File: config.mk
export PLATFORM = sky130hd
export DESIGN_NAME = lss_sensor_flat
export DESIGN_NICKNAME = d
export VERILOG_FILES = /design/src/logic/lss_pkg.sv /design/src/logic/lss_link_if.sv /design/src/logic/lss_sensor.sv /design/src/flat_wrapper.sv
export SDC_FILE = /design/constraint.sdc
export NUM_CORES = 2
export LEC_CHECK = 0
export BUFFER_PORTS_ARGS = -buffer_cell sky130_fd_sc_hd__buf_2
export CAP_MARGIN = 40
export CORE_AREA = 2 2 406 408
export CTS_CLUSTER_DIAMETER = 200
export DETAILED_ROUTE_END_ITERATION = 12
export DIE_AREA = 0 0 408 410
export PLACE_DENSITY_LB_ADDON = 0.15
export SLEW_MARGIN = 20
export SYNTH_ARGS = -nofsm -noshare
export SYNTH_HDL_FRONTEND = slang
export SYNTH_SLANG_ARGS = --single-unit
File: constraint.sdc
create_clock -name clock -period 6.3 [get_ports clock]
set_clock_uncertainty 0.2 [all_clocks]
set_input_delay 1.26 -clock clock [delete_from_list [all_inputs] [get_ports clock]]
set_output_delay 1.26 -clock clock [all_outputs]
set_load 0.01 [all_outputs]
File: src/logic/lss_pkg.sv
// Package for the linear array scan sequencer: counts, timing and states.
// Assumes one 10 MHz clock shared by the sensor end and the controller end.
// Functional notes
// - Start high on rising edge begins scan
// - Controller holds start for one clock only
// - 128-stage shift register carries start pulse
// - Freeze edge disconnects samples, starts integrator reset
// - Freeze keeps captured scan unchanged during readout
// - Samples track integrators until freeze
// - Frozen pixels drive output in pixel order
// - Integrators reset 18 clocks, integrate on 19
// - Edge 129 shifts pulse out, output floats
// - Controller always supplies the 129th clock
// - Next start only after charge transfer time
// - Output floats when no output phase runs
// - Chain output marks end of scan
// - At least 20 us between scans
// - Minimum integration is 110 clocks plus transfer
// - Device clock between 5 kHz and 8000 kHz; this package assumes 10 MHz
package lss_pkg;
    localparam int unsigned LSS_PIXELS = 128;
    localparam int unsigned LSS_PIX_W = 8;
    localparam int unsigned LSS_RESET_CLOCKS = 18;
    localparam int unsigned LSS_CLK_PERIOD_NS = 100;
    localparam int unsigned LSS_CHARGE_TRANSFER_US = 20;
    // Least time rounds up to whole cycles
    localparam int unsigned LSS_CHARGE_TRANSFER_CYC =
        (LSS_CHARGE_TRANSFER_US * 1000 + LSS_CLK_PERIOD_NS - 1) / LSS_CLK_PERIOD_NS;
    localparam int unsigned LSS_MIN_INT_CYC = LSS_PIXELS - LSS_RESET_CLOCKS;
    localparam logic [7:0] LSS_RESET_CNT = 8'h12;
    localparam logic [7:0] LSS_LAST_PIX = 8'h7F;
    localparam logic [11:0] LSS_WAIT_CNT = 12'(LSS_CHARGE_TRANSFER_CYC);
    localparam logic [7:0] LSS_PIX_INIT = 8'h00;

    typedef enum logic [1:0] {
        LSS_IDLE = 2'b00,
        LSS_START = 2'b01,
        LSS_READ = 2'b10,
        LSS_WAIT = 2'b11
    } lss_ctl_state_t;
endpackage

File: src/logic/lss_link_if.sv
// Interface joining the sensor end and its controller.
// Assumes one common clock; the analog output is modelled as a byte with enable.
`timescale 1ns/1ns
`default_nettype none
interface lss_link_if (
    input wire logic clock
);
    import lss_pkg::*;
    logic start;
    logic freeze;
    logic [LSS_PIX_W-1:0] pixel_level_out;
    logic pixel_level_oe_n;
    logic chain_out;

    modport sensor (
        input start,
        input freeze,
        output pixel_level_out,
        output pixel_level_oe_n,
        output chain_out
    );
    modport ctrl (
        output start,
        output freeze,
        input pixel_level_out,
        input pixel_level_oe_n,
        input chain_out
    );
endinterface
`default_nettype wire

File: src/logic/lss_sensor.sv
// Sensor end: shift register sequencer, sample freeze and pixel readout.
// Holds one frozen word per pixel and puts the words on the link in pixel order.
// Assumes start and freeze synchronous to clock; light arrives as pixel_light.
// Assumes the far end supplies the terminating clock of every scan.
`timescale 1ns/1ns
`default_nettype none
module lss_sensor
    import lss_pkg::*;
(
    input wire logic clock,
    input wire logic rst,
    lss_link_if.sensor link,
    input wire logic [LSS_PIXELS*LSS_PIX_W-1:0] pixel_light,
    output logic integrating
);
    // Scan position: one stage per pixel, the start pulse is the only set bit
    logic [LSS_PIXELS-1:0] shift_reg;
    logic [LSS_PIXELS-1:0] shift_next;
    logic scan_busy;
    // Frozen pixel words
    logic [LSS_PIX_W-1:0] sample_reg [LSS_PIXELS];
    logic [LSS_PIX_W-1:0] sample_next [LSS_PIXELS];
    logic sample_track;
    // Output stage
    logic [LSS_PIX_W-1:0] out_reg;
    logic [LSS_PIX_W-1:0] out_next;
    logic oe_n_reg;
    logic oe_n_next;
    logic chain_reg;
    logic chain_next;
    // Freeze edge and integrator reset window
    logic freeze_d_reg;
    logic freeze_d_next;
    logic freeze_rise;
    logic [7:0] rst_cnt_reg;
    logic [7:0] rst_cnt_next;
    logic hold_reg;
    logic hold_next;

    // Delayed freeze idles low like the pin, so reset gives no false edge
    always_comb begin
        freeze_d_next = link.freeze;
    end

    always_ff @(posedge clock) begin
        if (rst) begin
            freeze_d_reg <= 1'b0;
        end else begin
            freeze_d_reg <= freeze_d_next;
        end
    end

    // rising freeze starts the reset window and freezes samples
    assign freeze_rise = link.freeze & ~freeze_d_reg;

    // start shifts in, one stage per clock
    // Pixel n, counted from one, is on the wire while stage n-1 holds the pulse
    always_comb begin
        shift_next = {shift_reg[LSS_PIXELS-2:0], link.start};
    end

    always_ff @(posedge clock) begin
        if (rst) begin
            shift_reg <= '0;
        end else begin
            shift_reg <= shift_next;
        end
    end

    // Any set stage means a readout is under way
    assign scan_busy = |shift_reg;

    // the stage that takes the pulse picks its word; a pixel is
    // driven from its scan edge until the next edge
    always_comb begin
        // no stage set: drive released and level parked at zero
        out_next = '0;
        oe_n_next = 1'b1;
        for (int i = 0; i < LSS_PIXELS; i++) begin
            if (shift_next[i]) begin
                out_next = sample_reg[i];
                oe_n_next = 1'b0;
            end
        end
    end

    // edge 129 pushes the pulse out of the last stage; the chain
    // output repeats it for one clock so a following device can start
    always_comb begin
        chain_next = shift_reg[LSS_PIXELS-1];
    end

    // Output registers, so the wire changes only on clock edges
    always_ff @(posedge clock) begin
        if (rst) begin
            out_reg <= '0;
            oe_n_reg <= 1'b1;
            chain_reg <= 1'b0;
        end else begin
            out_reg <= out_next;
            oe_n_reg <= oe_n_next;
            chain_reg <= chain_next;
        end
    end

    // Integrator reset window counts from the freeze edge
    always_comb begin
        rst_cnt_next = rst_cnt_reg;
        hold_next = hold_reg;
        if (freeze_rise) begin
            rst_cnt_next = LSS_RESET_CNT;
            hold_next = 1'b1;
        end else if (rst_cnt_reg != 8'h00) begin
            rst_cnt_next = rst_cnt_reg - 8'h01;
            if (rst_cnt_reg == 8'h01) begin
                hold_next = 1'b0;
            end
        end
    end

    always_ff @(posedge clock) begin
        if (rst) begin
            rst_cnt_reg <= 8'h00;
            hold_reg <= 1'b0;
        end else begin
            rst_cnt_reg <= rst_cnt_next;
            hold_reg <= hold_next;
        end
    end

    // low for the 18 reset clocks, high once integration runs
    assign integrating = (rst_cnt_reg == 8'h00);

    // samples track the integrators only while no readout runs
    // from the freeze edge to the end of the scan they stay put, so light
    // that changes during readout never reaches the wire
    // Limitation: integration restarts on clock 19, but the words on the
    // wire stay those frozen at the start edge until the scan is over
    assign sample_track = !hold_reg && !freeze_rise && !scan_busy;

    generate
        for (genvar g = 0; g < LSS_PIXELS; g++) begin : g_pix
            always_comb begin
                sample_next[g] = sample_reg[g];
                if (sample_track) begin
                    sample_next[g] = pixel_light[g*LSS_PIX_W +: LSS_PIX_W];
                end
            end
            always_ff @(posedge clock) begin
                if (rst) begin
                    sample_reg[g] <= LSS_PIX_INIT;
                end else begin
                    sample_reg[g] <= sample_next[g];
                end
            end
        end
    endgenerate

    // Link outputs come straight from registers
    assign link.pixel_level_out = out_reg;
    assign link.pixel_level_oe_n = oe_n_reg;
    assign link.chain_out = chain_reg;
endmodule
`default_nettype wire

File: src/flat_wrapper.sv
// flat-port wrapper written by rule: the top's interface ports become plain ports
module lss_sensor_flat import lss_pkg::*;
  (clock, rst, pixel_light, integrating, link_start, link_freeze, link_pixel_level_out, link_pixel_level_oe_n, link_chain_out);
  lss_link_if link_i (.clock(clock));
  input wire logic clock;
  input wire logic rst;
  input wire logic [LSS_PIXELS*LSS_PIX_W-1:0] pixel_light;
  output logic integrating;
  input wire logic [$bits(link_i.start)-1:0] link_start;
  input wire logic [$bits(link_i.freeze)-1:0] link_freeze;
  output wire logic [$bits(link_i.pixel_level_out)-1:0] link_pixel_level_out;
  output wire logic [$bits(link_i.pixel_level_oe_n)-1:0] link_pixel_level_oe_n;
  output wire logic [$bits(link_i.chain_out)-1:0] link_chain_out;
  assign link_i.start = link_start;
  assign link_i.freeze = link_freeze;
  assign link_pixel_level_out = link_i.pixel_level_out;
  assign link_pixel_level_oe_n = link_i.pixel_level_oe_n;
  assign link_chain_out = link_i.chain_out;
  lss_sensor u_core (.clock(clock), .rst(rst), .link(link_i), .pixel_light(pixel_light), .integrating(integrating));
endmodule
==> impl_metrics.tcl <==
set metrics [dict create \
    status "finished, final reports clean" \
    cp-start-kind "register" \
    syn_area_per_cell_um2 7.279 \
    fin_crit_ns 5.313 \
    maxCapViolCount 0 \
    synth-compound-area-share_pct 22.10 \
    min_from "u_core.sample_reg[0][32]$_SDFFE_PP0P_" \
    worst-path-max-fanout 207 \
    synth_cells 7016 \
    die_h_um 410 \
    cts_tree "built" \
    synth_top_family_by_area "simple AND/OR/NAND/NOR gates" \
    syn-cell-area_mm2 0.05107 \
    synth_area_leaders "dfxtp_1 (46%), nand2_1 (18%), a21oi_1 (13%)" \
    synth.area.mux_share_pct 0.1592 \
    cp-end-kind "register" \
    netlist.top_cell.by_area "dfxtp_1" \
    antenna_found_initial 66 \
    slew_violations 0 \
    grt_pass1_wl_um 348300 \
    tightest_slew_ns 1.111 \
    synthTopCellsByCount "nand2_1 (2,429), a21oi_1 (1,327), dfxtp_1 (1,172)" \
    ios 1039 \
    hold_viol 0 \
    max_freq_mhz 188.2 \
    rr_worst_depth 9 \
    clockBufferDepth 3 \
    initial_core_util_pct 31.24 \
    powerDensity_mw_per_mm2 299.8 \
    vias 52910 \
    wl_per_cell_um 24.51 \
    crit_type "reg2reg" \
    grt_max_degree 209 \
    synth_fp_nets 8047 \
    synthXorXnorAreaFrac_pct 0.1029 \
    drt_pass1_iterations 8 \
    regArea_mm2 0.02346 \
    multi_input_area_mm2 0.02482 \
    ys_types 72 \
    ant_nets 0 \
    drive_gt1_share_pct 17.96 \
    clk_pin_slew_worst_paths_ns 0.06 \
    clock_sinks 1172 \
    area_delta_synth_final_pct 22.63 \
    track_usage_pct 28.17 \
    r2r-end "u_core.sample_reg[0][349]$_SDFFE_PP0P_" \
    critical_path_arrival_ns 5.72 \
    ys.flop_type "dfxtp_1" \
    nets 8805 \
    fillerInstances 17780 \
    htree_levels 4 \
    largest_register_ffs 1024 \
    yosys.area.top_type_share_pct 45.94 \
    rrSetupSlack_ns 0.99 \
    yosysMostFrequentCell "nand2_1" \
    insertion_delay_ns 0.76 \
    row_count 149 \
    finalSetupTns_ns 0 \
    preCtsSetupSlack_ns 1.251 \
    finalCritPeriodShare_pct 84.33 \
    die_w_um 408 \
    synth_seq_area_share_pct 45.94 \
    p_leak_uw 0.02426 \
    place.port_buffers 1038 \
    numCtsBuffers 141 \
    hold_end "u_core.sample_reg[0][32]$_SDFFE_PP0P_" \
    final-setup-viol-count 0 \
    ys_ff_latch 1172 \
    postCtsResizedCells 0 \
    relSlewSlack_pct 25.92 \
    synthAdderAreaFrac_pct 0.07350 \
    ys_warn_count 0 \
    post-cts-setup-buffers 0 \
    critical_path.startpoint "u_core.shift_reg[51]$_SDFF_PP0_" \
    hpwl_um 190000 \
    design.die.area_mm2 0.1673 \
    holdCritPathClass "reg2reg" \
    postSynth.asyncResetShare_pct 0 \
    cp_data_required_time_ns 6.70 \
    totalWireLength_um 247400 \
    ctsHoldBuffers 0 \
    grt_pass1_vias 50170 \
    drc 0 \
    timing.rr.start "u_core.shift_reg[51]$_SDFF_PP0_" \
    drt_iter0_drc 4687 \
    irDropWorstVdd_uv 239.6 \
    overflow 0 \
    rsz0062_at_grt "no" \
    worstHoldPathCells 2 \
    fp.coreArea_mm2 0.1635 \
    root_buffer "clkbuf_16" \
    synth_enable_flop_cells 0 \
    yosys.area_share.simple_pct 25.99 \
    fin_ws_ns 0.9873 \
    gp_congestion 0.9207 \
    routed_via_density 5.242 \
]
-- cells by family (layout without fill, tap and decap cells) --
group	Yosys count	in the layout
AOI/OAI and AO/OA	1980	1980
buffers and inverters	685	1547
and+or+nand+nor	3162	3162
adders and majority gates	3	3
other	0	27
xor gates and xnor gates	6	6
muxes	8	8
DFF	1172	1172
-- final cells by class --
cell class                 instances  share of cell area (%)
antenna                           27                  0.1079
clock buffer                     200                   6.539
clock inverter                    47                   1.003
inverter                         143                  0.8571
multi-input combinational       5159                   39.63
sequential                      1172                   37.46
tap                             2189                   4.373
timing repair buffer            1157                   10.03
-- through the flow --
stage / utilization [%] / cells / area (µm²) / hold slack, ns / power [µW]
finish: 38.30 / 10090 / 62630 / 0.2505 / 18780
global route: 38.29 / 10090 / 62610 / 0.2634 / 19470
CTS: 38.24 / 10060 / 62520 / 0.2497 / 18930
detailed placement: 35.35 / 9816 / 57800 / 0.2425 / 10470
global placement: 35.20 / 9782 / 57550 / 0.2361 / 10430
floorplan: - / 7016 / 51070 / 0.2311 / 9507
-- power by group --
part           total, µW  leakage [µW]  internal, µW  switching [µW]
registers           8220       0.00957          7920             306
clock network       8460       0.00233          5050            3400
logic               2090        0.0124           707            1390
total              18800        0.0243         13700            5100
-- cells in the final DEF (no fill, tap or decap), types with 19 or more instances in the layout --
cell          n
a221oi_1     24
and3_1       19
clkbuf_1     29
o221ai_1     27
nor2b_1     158
a31oi_1      36
nand3b_1     70
nand3_1      34
nand2_1    2429
nand4_1      27
buf_2      1052
nor3b_1      27
a2111oi_0    38
buf_4        71
inv_1       136
dfxtp_1    1172
nor3_1       58
clkbuf_8     26
diode_2      27
a21oi_1    1327
clkinv_2     22
a211oi_1     43
o21ai_0     213
nand2b_1     34
nor2_1      202
clkbuf_16   145
o211ai_1     62
o2111ai_1    33
nor4_1       36
-- worst max path at each step --
stage,end,depth (start not counted)
after floorplan,u_core.link.pixel_level_out[3]$_SDFF_PP0_,9
after global placement,u_core.sample_reg[0][9]$_SDFFE_PP0P_,10
after detailed placement,u_core.sample_reg[0][9]$_SDFFE_PP0P_,10
after CTS,u_core.sample_reg[1][433]$_SDFFE_PP0P_,10
after global routing,u_core.sample_reg[1][25]$_SDFFE_PP0P_,9
final,u_core.sample_reg[0][349]$_SDFFE_PP0P_,9
-- critical path, stage by stage (launching register included) --
cell and delay [ns]:
dfxtp_1 0.51, nor2_1 0.70, nand4_1 0.40, or3_1 0.45, nor4_1 0.58, nand4_1 0.36, or4_4 0.88, buf_12 0.38
nand2_1 0.24, a21oi_1 0.09
-- per-layer routing --
layer	global-route usage (%)	wire, µm	up-vias
li1	-	-	25210
met1	36.71	106100	25380
met2	46.07	114900	1900
met3	5.261	16610	375
met4	10.73	9406	50
met5	0	329	-
(Power assumes the default switching activity.)
